`src/dtec_pkg.sv`:
```
// Package with register map, field positions and constants of the dual timer/event counter.
package dtec_pkg;
    // Word indices; byte address is four times the index.
    localparam logic [7:0] IDX_C0_VALUE = 8'h0D;
    localparam logic [7:0] IDX_C0_CTRL = 8'h0E;
    localparam logic [7:0] IDX_C1_HIGH = 8'h0F;
    localparam logic [7:0] IDX_C1_LOW = 8'h10;
    localparam logic [7:0] IDX_C1_CTRL = 8'h11;
    localparam logic [7:0] IDX_IRQ_A = 8'h0B;
    localparam logic [7:0] IDX_IRQ_B = 8'h1E;
    localparam logic [7:0] IDX_PORT_A = 8'h12;
    // Control register fields.
    localparam int EDGE_BIT = 3;
    localparam int RUN_BIT = 4;
    localparam int C1_SRC_BIT = 5;
    localparam int MODE_LSB = 6;
    localparam int C0_IRQ_FLAG_BIT = 6;
    localparam int C1_IRQ_FLAG_BIT = 4;
    localparam int C0_IRQ_EN_BIT = 2;
    localparam int C1_IRQ_EN_BIT = 0;
    localparam int PORT_PFD_BIT = 3;
    // Reset values and last divide-by-4 count.
    localparam logic [7:0] C0_CTRL_RST = 8'h08;
    localparam logic [7:0] C1_CTRL_RST = 8'h08;
    localparam logic [6:0] PSC_RST = 7'h00;
    localparam logic [1:0] C1_DIV4_LAST = 2'h3;
    // Modes.
    typedef enum logic [1:0] {
        MODE_UNUSED = 2'h0,
        MODE_EVENT = 2'h1,
        MODE_TIMER = 2'h2,
        MODE_PULSE = 2'h3
    } dtec_mode_e;
    // Pulse-width measurement phase.
    typedef enum logic [1:0] {PW_WAIT, PW_COUNT, PW_DONE} dtec_pw_e;
    // Wishbone request.
    typedef struct packed {
        logic cyc;
        logic stb;
        logic we;
        logic [7:0] adr;
        logic [7:0] dat;
    } dtec_wb_s;
endpackage

```
`src/dtec_top.sv`:
```
// Dual timer/event counter with Wishbone slave registers.
`timescale 1ns/1ps
// Summary of operation
// - Event and timer modes count up to all-ones, then reload from preload.
// - Overflow sets counter 0 flag bit 6 and counter 1 flag bit 4.
// - Pulse mode starts on chosen edge, stops and clears run on return.
// - Finished pulse result holds until software sets run again.
// - Overflow during pulse mode reloads and raises the flag too.
// - Counter 0 prescale codes divide by 1..64, code 111 by 64.
// - Event mode edge bit: 1 counts falling, 0 counts rising.
// - Pulse mode edge bit 1 measures high, 0 measures low.
// - Bit 4 is the run bit, 0 stops, 1 counts.
// - Counter 1 bit 5 selects clock divided by 4 or 32768Hz.
// - Bits 7:6 pick mode: 01 event, 10 timer, 11 pulse width.
// - Run bit clears automatically only in pulse mode.
// - Any overflow is a wake-up source.
// - Build option picks counter 0 or 1 for the divider output.
// - Cleared interrupt enable blocks servicing of that overflow.
// - Port A line 3 latch enables or forces low the divider output.
// - Write while stopped loads preload and counter both.
// - Write while running loads preload only, counter takes it at overflow.
// - Reading a counter blocks its clock that cycle.
// - The counter 0 prescaler also feeds the PWM clock.
// - Divider output toggles on each overflow of its counter.
// - Counter 1 low byte write buffers, high byte write transfers both.
module dtec_top
    import dtec_pkg::*;
#(
    parameter bit PFD_FROM_C1 = 1'b0
) (
    // Clock and reset.
    input wire logic I_CLK,
    input wire logic I_SRST,
    // Wishbone slave.
    input wire logic I_WB_CYC,
    input wire logic I_WB_STB,
    input wire logic I_WB_WE,
    input wire logic [9:0] I_WB_ADR,
    input wire logic [3:0] I_WB_SEL,
    input wire logic [31:0] I_WB_DAT,
    output logic [31:0] O_WB_DAT,
    output logic O_WB_ACK,
    // External pins and low-speed clock.
    input wire logic I_C0_PIN,
    input wire logic I_C1_PIN,
    input wire logic I_CLK_32K,
    // Outputs to the system.
    output logic O_FREQ_DIV,
    output logic O_WAKE,
    output logic O_IRQ_C0,
    output logic O_IRQ_C1,
    output logic [6:0] O_PWM_COUNT
);
    dtec_wb_s req;
    logic [1:0] s0, s1, s32;
    logic p0, p1, k32;
    logic [7:0] c0_ctrl, c1_ctrl, irq_a, irq_b, port_a;
    logic [7:0] c0_cnt, c0_pre, c1_lowbuf;
    logic [15:0] c1_cnt, c1_pre;
    logic [6:0] psc;
    logic [1:0] div4;
    logic c0_tick_int, c1_tick_int, c0_ext_prev, c1_ext_prev, k32_prev;
    logic c0_ovf, c1_ovf, c0_inc, c1_inc, freq_divider_out;
    logic wr, rd, ack;
    logic wr_c0v, wr_c0c, wr_c1h, wr_c1l, wr_c1c;
    logic rd_c0v, rd_c1h;
    logic c0_done_clr, c1_done_clr;
    dtec_pw_e c0_pw, c1_pw;
    logic [7:0] next_rdata;

    // Bus request bundle; only byte lane 0 carries data.
    // A request is taken at each edge where ack is low, so a request held past
    // its ack is taken again two cycles later and writes or repeats a read side effect.
    assign req = '{cyc: I_WB_CYC, stb: I_WB_STB, we: I_WB_WE, adr: I_WB_ADR[9:2], dat: I_WB_DAT[7:0]};
    assign wr = req.cyc && req.stb && req.we && !ack && I_WB_SEL[0];
    assign rd = req.cyc && req.stb && !req.we && !ack;
    assign wr_c0v = wr && (req.adr == IDX_C0_VALUE);
    assign wr_c0c = wr && (req.adr == IDX_C0_CTRL);
    assign wr_c1h = wr && (req.adr == IDX_C1_HIGH);
    assign wr_c1l = wr && (req.adr == IDX_C1_LOW);
    assign wr_c1c = wr && (req.adr == IDX_C1_CTRL);
    assign rd_c0v = rd && (req.adr == IDX_C0_VALUE);
    assign rd_c1h = rd && (req.adr == IDX_C1_HIGH);
    assign O_WB_ACK = ack;

    // Single-wait acknowledge; drops the cycle after it is given.
    // The master must lower its strobe for a cycle before the next request.
    always_ff @(posedge I_CLK) begin
        if (I_SRST) begin
            ack <= 1'b0;
        end else begin
            ack <= req.cyc && req.stb && !ack;
        end
    end

    // Two-stage synchronisers for the pins and the 32768Hz source.
    always_ff @(posedge I_CLK) begin
        if (I_SRST) begin
            s0 <= 2'h0;
            s1 <= 2'h0;
            s32 <= 2'h0;
        end else begin
            s0 <= {s0[0], I_C0_PIN};
            s1 <= {s1[0], I_C1_PIN};
            s32 <= {s32[0], I_CLK_32K};
        end
    end
    assign p0 = s0[1];
    assign p1 = s1[1];
    assign k32 = s32[1];

    // Previous levels for edge detection.
    always_ff @(posedge I_CLK) begin
        if (I_SRST) begin
            c0_ext_prev <= 1'b0;
            c1_ext_prev <= 1'b0;
            k32_prev <= 1'b0;
        end else begin
            c0_ext_prev <= p0;
            c1_ext_prev <= p1;
            k32_prev <= k32;
        end
    end

    // Free-running prescaler shared with the PWM block.
    // It never stops, so the PWM clock keeps running while counters are off.
    always_ff @(posedge I_CLK) begin
        if (I_SRST) begin
            psc <= PSC_RST;
            div4 <= 2'h0;
        end else begin
            psc <= psc + 7'h01;
            div4 <= div4 + 2'h1;
        end
    end
    assign O_PWM_COUNT = psc;

    // Counter 0 internal tick: all lower prescaler bits ones selects divide by 2^n.
    always_comb begin
        case (c0_ctrl[2:0])
            3'h0: c0_tick_int = 1'b1;
            3'h1: c0_tick_int = &psc[0:0];
            3'h2: c0_tick_int = &psc[1:0];
            3'h3: c0_tick_int = &psc[2:0];
            3'h4: c0_tick_int = &psc[3:0];
            3'h5: c0_tick_int = &psc[4:0];
            default: c0_tick_int = &psc[5:0];
        endcase
    end
    // Counter 1 internal tick from divide-by-4 or the slow clock rising edge.
    assign c1_tick_int = c1_ctrl[C1_SRC_BIT] ? (k32 && !k32_prev) : (div4 == C1_DIV4_LAST);

    // Count enable per mode; a read of the value blocks the clock.
    always_comb begin
        c0_inc = 1'b0;
        c1_inc = 1'b0;
        if (c0_ctrl[RUN_BIT] && !rd_c0v) begin
            unique case (dtec_mode_e'(c0_ctrl[7:6]))
                MODE_EVENT: c0_inc = c0_ctrl[EDGE_BIT] ? (c0_ext_prev && !p0) : (!c0_ext_prev && p0);
                MODE_TIMER: c0_inc = c0_tick_int;
                MODE_PULSE: c0_inc = (c0_pw == PW_COUNT) && c0_tick_int;
                MODE_UNUSED: c0_inc = 1'b0;
            endcase
        end
        if (c1_ctrl[RUN_BIT] && !rd_c1h) begin
            unique case (dtec_mode_e'(c1_ctrl[7:6]))
                MODE_EVENT: c1_inc = c1_ctrl[EDGE_BIT] ? (c1_ext_prev && !p1) : (!c1_ext_prev && p1);
                MODE_TIMER: c1_inc = c1_tick_int;
                MODE_PULSE: c1_inc = (c1_pw == PW_COUNT) && c1_tick_int;
                MODE_UNUSED: c1_inc = 1'b0;
            endcase
        end
    end
    assign c0_ovf = c0_inc && (c0_cnt == 8'hFF);
    assign c1_ovf = c1_inc && (c1_cnt == 16'hFFFF);

    // Pulse-width phase for counter 0: edge bit 1 measures high level, 0 low level.
    always_ff @(posedge I_CLK) begin
        if (I_SRST || c0_ctrl[7:6] != MODE_PULSE || !c0_ctrl[RUN_BIT]) begin
            c0_pw <= PW_WAIT;
        end else begin
            unique case (c0_pw)
                PW_WAIT: if (p0 == c0_ctrl[EDGE_BIT] && c0_ext_prev != p0) c0_pw <= PW_COUNT;
                PW_COUNT: if (p0 != c0_ctrl[EDGE_BIT]) c0_pw <= PW_DONE;
                PW_DONE: c0_pw <= PW_DONE;
            endcase
        end
    end
    assign c0_done_clr = (c0_pw == PW_DONE) && c0_ctrl[RUN_BIT];

    // Pulse-width phase for counter 1.
    always_ff @(posedge I_CLK) begin
        if (I_SRST || c1_ctrl[7:6] != MODE_PULSE || !c1_ctrl[RUN_BIT]) begin
            c1_pw <= PW_WAIT;
        end else begin
            unique case (c1_pw)
                PW_WAIT: if (p1 == c1_ctrl[EDGE_BIT] && c1_ext_prev != p1) c1_pw <= PW_COUNT;
                PW_COUNT: if (p1 != c1_ctrl[EDGE_BIT]) c1_pw <= PW_DONE;
                PW_DONE: c1_pw <= PW_DONE;
            endcase
        end
    end
    assign c1_done_clr = (c1_pw == PW_DONE) && c1_ctrl[RUN_BIT];

    // Control registers; automatic run clear only in pulse mode, a software write wins.
    always_ff @(posedge I_CLK) begin
        if (I_SRST) begin
            c0_ctrl <= C0_CTRL_RST;
            c1_ctrl <= C1_CTRL_RST;
        end else begin
            if (wr_c0c) begin
                c0_ctrl <= {req.dat[7:6], 1'b0, req.dat[4:0]};
            end else if (c0_done_clr) begin
                c0_ctrl[RUN_BIT] <= 1'b0;
            end
            if (wr_c1c) begin
                c1_ctrl <= {req.dat[7:3], 3'h0};
            end else if (c1_done_clr) begin
                c1_ctrl[RUN_BIT] <= 1'b0;
            end
        end
    end

    // Counter 0 and its preload.
    always_ff @(posedge I_CLK) begin
        if (I_SRST) begin
            c0_cnt <= 8'h00;
            c0_pre <= 8'h00;
        end else begin
            if (wr_c0v) begin
                c0_pre <= req.dat;
            end
            if (wr_c0v && !c0_ctrl[RUN_BIT]) begin
                c0_cnt <= req.dat;
            end else if (c0_ovf) begin
                c0_cnt <= c0_pre;
            end else if (c0_inc) begin
                c0_cnt <= c0_cnt + 8'h01;
            end
        end
    end

    // Counter 1, its preload and the low-byte buffer.
    always_ff @(posedge I_CLK) begin
        if (I_SRST) begin
            c1_cnt <= 16'h0000;
            c1_pre <= 16'h0000;
            c1_lowbuf <= 8'h00;
        end else begin
            if (wr_c1l) begin
                c1_lowbuf <= req.dat;
            end else if (rd_c1h) begin
                c1_lowbuf <= c1_cnt[7:0];
            end
            if (wr_c1h) begin
                c1_pre <= {req.dat, c1_lowbuf};
            end
            if (wr_c1h && !c1_ctrl[RUN_BIT]) begin
                c1_cnt <= {req.dat, c1_lowbuf};
            end else if (c1_ovf) begin
                c1_cnt <= c1_pre;
            end else if (c1_inc) begin
                c1_cnt <= c1_cnt + 16'h0001;
            end
        end
    end

    // Interrupt control registers; a hardware set beats a software clear.
    always_ff @(posedge I_CLK) begin
        if (I_SRST) begin
            irq_a <= 8'h00;
            irq_b <= 8'h00;
        end else begin
            if (wr && req.adr == IDX_IRQ_A) begin
                irq_a <= {1'b0, req.dat[6:0]};
            end
            if (wr && req.adr == IDX_IRQ_B) begin
                irq_b <= {1'b0, req.dat[6:0]};
            end
            if (c0_ovf) begin
                irq_a[C0_IRQ_FLAG_BIT] <= 1'b1;
            end
            if (c1_ovf) begin
                irq_b[C1_IRQ_FLAG_BIT] <= 1'b1;
            end
        end
    end
    assign O_IRQ_C0 = irq_a[C0_IRQ_FLAG_BIT] && irq_a[C0_IRQ_EN_BIT];
    assign O_IRQ_C1 = irq_b[C1_IRQ_FLAG_BIT] && irq_b[C1_IRQ_EN_BIT];

    // Wake request on any overflow.
    // The pulse lasts one cycle; the halt logic must latch it itself.
    always_ff @(posedge I_CLK) begin
        if (I_SRST) begin
            O_WAKE <= 1'b0;
        end else begin
            O_WAKE <= c0_ovf || c1_ovf;
        end
    end

    // Port A latch and frequency divider toggle.
    always_ff @(posedge I_CLK) begin
        if (I_SRST) begin
            port_a <= 8'hFF;
            freq_divider_out <= 1'b0;
        end else begin
            if (wr && req.adr == IDX_PORT_A) begin
                port_a <= req.dat;
            end
            if (PFD_FROM_C1 ? c1_ovf : c0_ovf) begin
                freq_divider_out <= !freq_divider_out;
            end
        end
    end
    assign O_FREQ_DIV = freq_divider_out && port_a[PORT_PFD_BIT];

    // Read data multiplexer; unmapped words read zero.
    always_comb begin
        case (req.adr)
            IDX_C0_VALUE: next_rdata = c0_cnt;
            IDX_C0_CTRL: next_rdata = c0_ctrl;
            IDX_C1_HIGH: next_rdata = c1_cnt[15:8];
            IDX_C1_LOW: next_rdata = c1_lowbuf;
            IDX_C1_CTRL: next_rdata = c1_ctrl;
            IDX_IRQ_A: next_rdata = irq_a;
            IDX_IRQ_B: next_rdata = irq_b;
            IDX_PORT_A: next_rdata = port_a;
            default: next_rdata = 8'h00;
        endcase
    end

    // Registered read data.
    always_ff @(posedge I_CLK) begin
        if (I_SRST) begin
            O_WB_DAT <= 32'h00000000;
        end else if (rd) begin
            O_WB_DAT <= {24'h000000, next_rdata};
        end
    end
endmodule

```
`config.mk`:
```
export PLATFORM = sky130hd
export DESIGN_NAME = dtec_top
export DESIGN_NICKNAME = d
export VERILOG_FILES = /design/src/dtec_pkg.sv /design/src/dtec_top.sv
export SDC_FILE = /design/constraint.sdc
export NUM_CORES = 1
export LEC_CHECK = 0
export BUFFER_PORTS_ARGS = -buffer_cell sky130_fd_sc_hd__buf_4
export CAP_MARGIN = 15
export CORE_UTILIZATION = 57
export CTS_CLUSTER_DIAMETER = 40
export DETAILED_ROUTE_END_ITERATION = 16
export PLACE_DENSITY = 0.76
export SYNTH_ARGS = -nofsm -noshare
export SYNTH_HDL_FRONTEND = slang
export SYNTH_SLANG_ARGS = --single-unit
```
`constraint.sdc`:
```
create_clock -name I_CLK -period 2.8 [get_ports I_CLK]
set_input_delay 0.28 -clock I_CLK [delete_from_list [all_inputs] [get_ports I_CLK]]
set_output_delay 0.28 -clock I_CLK [all_outputs]
set_load 0.005 [all_outputs]
```
# ---- After elaboration in Yosys (flattened, before gate mapping)
# Cells that the tools add are included.
dict set report op_classes {
  add_sub_neg 4
  eq_ne 38
  muxes 31
  reduce_logical 73
}
# cell n
set op_table {}
lappend op_table {{$pmux W8 S8} 1}
lappend op_table {{$mux W16} 3}
lappend op_table {{$mux W8} 5}
lappend op_table {{$logic_and A1 B1 Y1} 37}
lappend op_table {{$eq A8 B4 Y1 const B} 4}
lappend op_table {{$eq A8 B5 Y1 const B} 4}
lappend op_table {{$add A16 B1 Y16 const B} 1}
lappend op_table {{$eq A16 B16 Y1 const B} 1}
lappend op_table {{$eq A2 B2 Y1 const B} 7}
lappend op_table {{$logic_not A1 Y1} 12}
lappend op_table {{$pmux W2 S3} 2}
lappend op_table {{$mux W1} 11}
lappend op_table {{$reduce_bool A2 Y1} 5}
lappend op_table {{$add A8 B1 Y8 const B} 1}
lappend op_table {{$eq A2 B1 Y1 const B} 4}
lappend op_table {{$eq A8 B8 Y1 const B} 1}
lappend op_table {{$logic_not A2 Y1} 4}
lappend op_table {{$mux W2} 4}
lappend op_table {{$ne A2 B2 Y1 const B} 4}
lappend op_table {{$pmux W1 S4} 2}
lappend op_table {{$add A7 B1 Y7 const B} 1}
lappend op_table {{$mux W7} 1}
lappend op_table {{$eq A3 B2 Y1 const B} 2}
lappend op_table {{$eq A3 B3 Y1 const B} 2}
lappend op_table {{15 further kinds} 27}
dict set report word_totals {
  ff_bits 123
  out_inout_bits 44
}

# ---- Logic depth before layout (Yosys ltp)
dict set report depth {
  ltp_word 10
  ltp_mapped 9
  ltp_nobuf 9
}

# ---- Worst setup path before layout
# OpenSTA, ideal clock, no wires.
dict set report synth_path {
  path_kind {register -> register}
  from {reg psc[0], in the netlist O_PWM_COUNT[0]}
  to {reg c0_cnt[3]}
  setup_time_ns 0.075
  arrival_ns 2.120
  required_ns 2.725
  slack_ns 0.605
  path_stages_with_launch 10
  n_path_buf 0
  synth_period_minus_slack_ns 2.195
  path_cell_list {dfxtp_1 > ha_1 > nand3_1 > inv_1 > ha_1 > mux2i_1 > a221oi_1 > a211oi_1 > o221ai_1 > a31oi_1}
}
dict set report synth_between {
  elab_chain_cells 8
  elab_cells_between_ends 13
}
# element line
set synth_lines {}
lappend synth_lines {{from (decl)} dtec_top.sv:60} ;# logic [6:0] psc;
lappend synth_lines {{from (signal assigned)} dtec_top.sv:132} ;# psc <= psc + 7'h01;
lappend synth_lines {{$reduce_and A6 Y1 (tied with other cells)} dtec_top.sv:147} ;# default: c0_tick_int = &psc[5:0];
lappend synth_lines {{$pmux W1 S6 *} dtec_top.sv:140} ;# case (c0_ctrl[2:0])
lappend synth_lines {{$logic_and A1 B1 Y1} dtec_top.sv:161} ;# MODE_PULSE: c0_inc = (c0_pw == PW_COUNT) && c0_tick_int;
lappend synth_lines {{$pmux W1 S4 *} dtec_top.sv:158} ;# unique case (dtec_mode_e'(c0_ctrl[7:6]))
lappend synth_lines {{$mux W1 *} dtec_top.sv:157} ;# if (c0_ctrl[RUN_BIT] && !rd_c0v) begin
lappend synth_lines {{$logic_and A1 B1 Y1} dtec_top.sv:174} ;# assign c0_ovf = c0_inc && (c0_cnt == 8'hFF);
lappend synth_lines {{$mux W8} dtec_top.sv:235} ;# end else if (c0_ovf) begin
lappend synth_lines {{$mux W8} dtec_top.sv:233} ;# if (wr_c0v && !c0_ctrl[RUN_BIT]) begin
lappend synth_lines {{to (signal assigned)} dtec_top.sv:234} ;# c0_cnt <= req.dat;
lappend synth_lines {{to (signal assigned)} dtec_top.sv:236} ;# c0_cnt <= c0_pre;
lappend synth_lines {{to (signal assigned)} dtec_top.sv:238} ;# c0_cnt <= c0_cnt + 8'h01;
lappend synth_lines {{to (decl)} dtec_top.sv:58} ;# logic [7:0] c0_cnt, c0_pre, c1_lowbuf;
# Mark *: on every way between the ends. The rest lies on a longest branch, timed or not.
# A chain may end at the register's enable or synchronous reset.

# ---- Final worst setup path
dict set report layout_path {
  from {reg psc[0], in the netlist O_PWM_COUNT[0]}
  to {reg freq_divider_out}
}
dict set report layout_between {
  elab_chain_cells 6
  elab_cells_between_ends 10
}
# element line
set layout_lines {}
lappend layout_lines {{$reduce_and A6 Y1 (tied with other cells)} dtec_top.sv:147}
lappend layout_lines {{$pmux W1 S6 *} dtec_top.sv:140}
lappend layout_lines {{$logic_and A1 B1 Y1} dtec_top.sv:161}
lappend layout_lines {{$pmux W1 S4 *} dtec_top.sv:158}
lappend layout_lines {{$mux W1 *} dtec_top.sv:157}
lappend layout_lines {{$logic_and A1 B1 Y1 *} dtec_top.sv:174}
lappend layout_lines {{to (signal assigned)} dtec_top.sv:311} ;# freq_divider_out <= !freq_divider_out;
lappend layout_lines {{to (decl)} dtec_top.sv:63} ;# logic c0_ovf, c1_ovf, c0_inc, c1_inc, freq_divider_out;
# Marked as above.

==> reports/summary.txt <==
First-pass GRT wire length: 28900 um
Final worst-path cycle share: 89.9%
Detailed Route WL: 18300 um
R2r endpoint: freq_divider_out$_SDFFE_PP0P_
CTS sink cnt: 123
Bufs on Longest Clock Path: 2
Num CTS Buffers: 17
Status: complete, no violations
Fin Setup TNS: 0 ns
Final hold slack: 0.0777 ns
Chip width: 109 um
Fin. max-slew vios: 0
GRT overflow: 0
Fmax: 397 MHz
Final ANT Viol Nets: 0
Area contributors post-synth: dfxtp_1, nand2_1, mux2i_1
Die H: 109 um
R2R Path Start: O_PWM_COUNT[0]$_SDFF_PP0_
R2R setup slack: 0.28 ns
CTS clk-pin slew, worst paths: 0.05 ns
Pleak: 2.84 nW
Net switching power: 0.918 mW
Initial Util: 59.5%
I/O Buffers: 44
Max transition margin: 35.8%
Total GRT Usage: 32.2%
Final setup vio count: 0
Post-synth EDFFs: 0
Period minus WS final: 2.52 ns
Root Driver: clkbuf_16
Die area: 11900 um^2
Max FO, Critical Path: 8
Pwr/cell area: 582 nW/um^2
Worst-Margin Slew: 0.963 ns
WHS Path Cells: 2
Antenna violations before repair: 0
Max_cap viols: 0
Dpl hpwl: 12400 um
Type of origin of the critical path: flip-flop
Worst Reg2Reg Path Length in Cells: 9
Core ar.: 11000 um^2
Sequential power share: 40.3%
Final WS setup: 0.282 ns
WHS Endpoint: s0[0]$_SDFF_PP0_
Top_reg_cell synth: dfxtp_1
Synthesized area: 6560 um^2
Htree depth: 4
Commonest cells post-synth: dfxtp_1, nand2_1, a21oi_1
Area growth syn-to-layout: 15.2%
Final net count: 889
TritonRoute pass-1 iters: 5
Routed vias: 6156
Hold Crit Class: input port to flip-flop
Share of layout cells above drive strength 1: 14.5%
Cts hold-fix bufs: 0
Synth Warn #: 0
TritonCTS clock tree: built
Worst EP arrival: 2.82 ns
Power Total: 4.40 mW
Clock latency on the worst-skew pair: 0.42 ns
Skew final: 0.00787 ns
Routed len/inst: 18.8 um
Hold Startpoint: I_C0_PIN
Layout fillers: 926
CP endpoint kind: flip-flop
Sw Ratio: 20.9%
Internal power: 3.48 mW
Clk network pwr share: 55.2%
Row count: 38
Final hold vios: 0
Yosys reg bits: 123
DR DRC count: 0
I/O pins: 98
Register area share after synthesis: 37.5%
Critical Path RT: 3.11 ns
Placer Congestion: 0.932
Crit path kind: flip-flop to flip-flop
Inserted Diodes: 0
Setup Slack @ Placement: 0.138 ns
Initial DRC count: 659
Syn Inst Count: 793
Count leader, synth: dfxtp_1
Unique cell type count in the Yosys netlist: 63
Top cell type's share of synthesized area: 37.5%
Via/cell ratio: 6.33
Fraction of registers with async set/reset: 0%
Largest net degree at the start of global routing: 65
RSZ-0062 raised after global routing: no
Avg Cell Area, Syn: 8.27 um^2
Number of global-route vias before repair: 5741
Final core occ: 68.5%
Top cell type by total area after synthesis: dfxtp_1
Comb power frac: 4.5%
Peak VDD IR: 0.574 mV
## power groups by stage
stage / sequential, mW / combinational (mW) / clock [mW]
4_1_cts: 1.77 / 0.191 / 2.45
2_1_floorplan: 1.81 / 0.138 / 0
3_5_place_dp: 1.81 / 0.190 / 0
6_report: 1.77 / 0.196 / 2.43
3_3_place_gp: 1.81 / 0.186 / 0
5_1_grt: 1.77 / 0.211 / 2.52
## routing by layer
metal,global-route usage (%),wire (um),vias up
met5,0,0,-
met4,15.8,659,0
met3,7.65,1250,54
met2,52.5,8680,289
met1,39.7,7660,2969
li1,-,-,2844
## worst max-delay path, stage by stage (launching register included)
cell and delay [ns]:
dfxtp_1 0.40, ha_1 0.23, nand3_1 0.13, inv_1 0.13
ha_1 0.15, mux2i_1 0.07, a221oi_1 0.40, a211o_1 0.33
nand3_1 0.22, mux2_2 0.34
## cells by family after synthesis
family / synth area share (%)
AND/OR/NAND/NOR: 23.8
AO/OA/AOI/OAI: 18.6
flip-flops: 37.5
buffers and inverters: 8.24
multiplexers: 6.29
XOR/XNOR: 2.40
adder cells (fa/ha/maj): 3.05
other: 0.0572
## layout by cell type (no fill, tap or decap), types with 8 or more instances in the layout
| cell type | count |
|---|---|
| nor4_1 | 8 |
| nor2b_1 | 16 |
| nand2_1 | 99 |
| nand4_1 | 8 |
| nand3_1 | 52 |
| conb_1 | 24 |
| o21ai_0 | 13 |
| ha_1 | 16 |
| dfxtp_1 | 123 |
| a211oi_1 | 9 |
| nor2_1 | 52 |
| inv_1 | 29 |
| a22o_1 | 9 |
| clkbuf_16 | 17 |
| mux2i_1 | 30 |
| and2_1 | 8 |
| mux2_2 | 10 |
| a31oi_1 | 17 |
| xor2_1 | 13 |
| buf_4 | 66 |
| a22oi_1 | 11 |
| o221ai_1 | 8 |
| and3_1 | 8 |
| a211o_1 | 16 |
| nor3_1 | 10 |
| a21oi_1 | 58 |
## sequential cells by signal (all words and copies together), names as in the netlist, 5 cells and up
signal	flops
c0_pre	8
c0_cnt	8
c1_ctrl	5
O_PWM_COUNT	7
c1_lowbuf	8
c0_ctrl	7
O_WB_DAT	8
port_a	8
c1_cnt	16
c1_pre	16
irq_a	7
irq_b	7
## final cells by class
| cell class | instances | area (um^2) | share of cell area [%] |
|---|---|---|---|
| sequential | 123 | 2460 | 32.6 |
| clock buffer | 22 | 474 | 6.28 |
| tap | 140 | 175 | 2.32 |
| inverter | 29 | 109 | 1.44 |
| multi-input combinational | 582 | 3650 | 48.3 |
| timing repair buffer | 66 | 495 | 6.56 |
| clock inverter | 10 | 188 | 2.48 |
## worst max path at each step
stage | depth (start not counted) | slack, ns | endpoint | start
final | 9 | 0.28 | freq_divider_out$_SDFFE_PP0P_ | O_PWM_COUNT[0]$_SDFF_PP0_
after floorplan | 9 | 0.61 | c0_cnt[3]$_SDFFE_PP0P_ | O_PWM_COUNT[0]$_SDFF_PP0_
after global placement | 9 | 0.29 | c0_cnt[7]$_SDFFE_PP0P_ | O_PWM_COUNT[0]$_SDFF_PP0_
after detailed placement | 9 | 0.14 | c0_cnt[3]$_SDFFE_PP0P_ | O_PWM_COUNT[0]$_SDFF_PP0_
after global routing | 8 | 0.16 | c1_cnt[9]$_SDFFE_PP0P_ | c1_pw[1]$_SDFFE_PP0P_
after CTS | 9 | 0.11 | c0_cnt[3]$_SDFFE_PP0P_ | O_PWM_COUNT[0]$_SDFF_PP0_
## per-stage QoR
stage	std cells	cell area, um^2
detailed placement	940	6890
floorplan	816	6650
finish	972	7560
global route	972	7560
CTS	972	7550
global placement	940	6890
## repair_timing
action / 4_1_cts / 5_1_grt
setup endpoints to repair: 0 / 6
buffers inserted: 0 / 0
gates resized for setup: 0 / 1
Note: power is estimated with default switching activity, not from simulation.
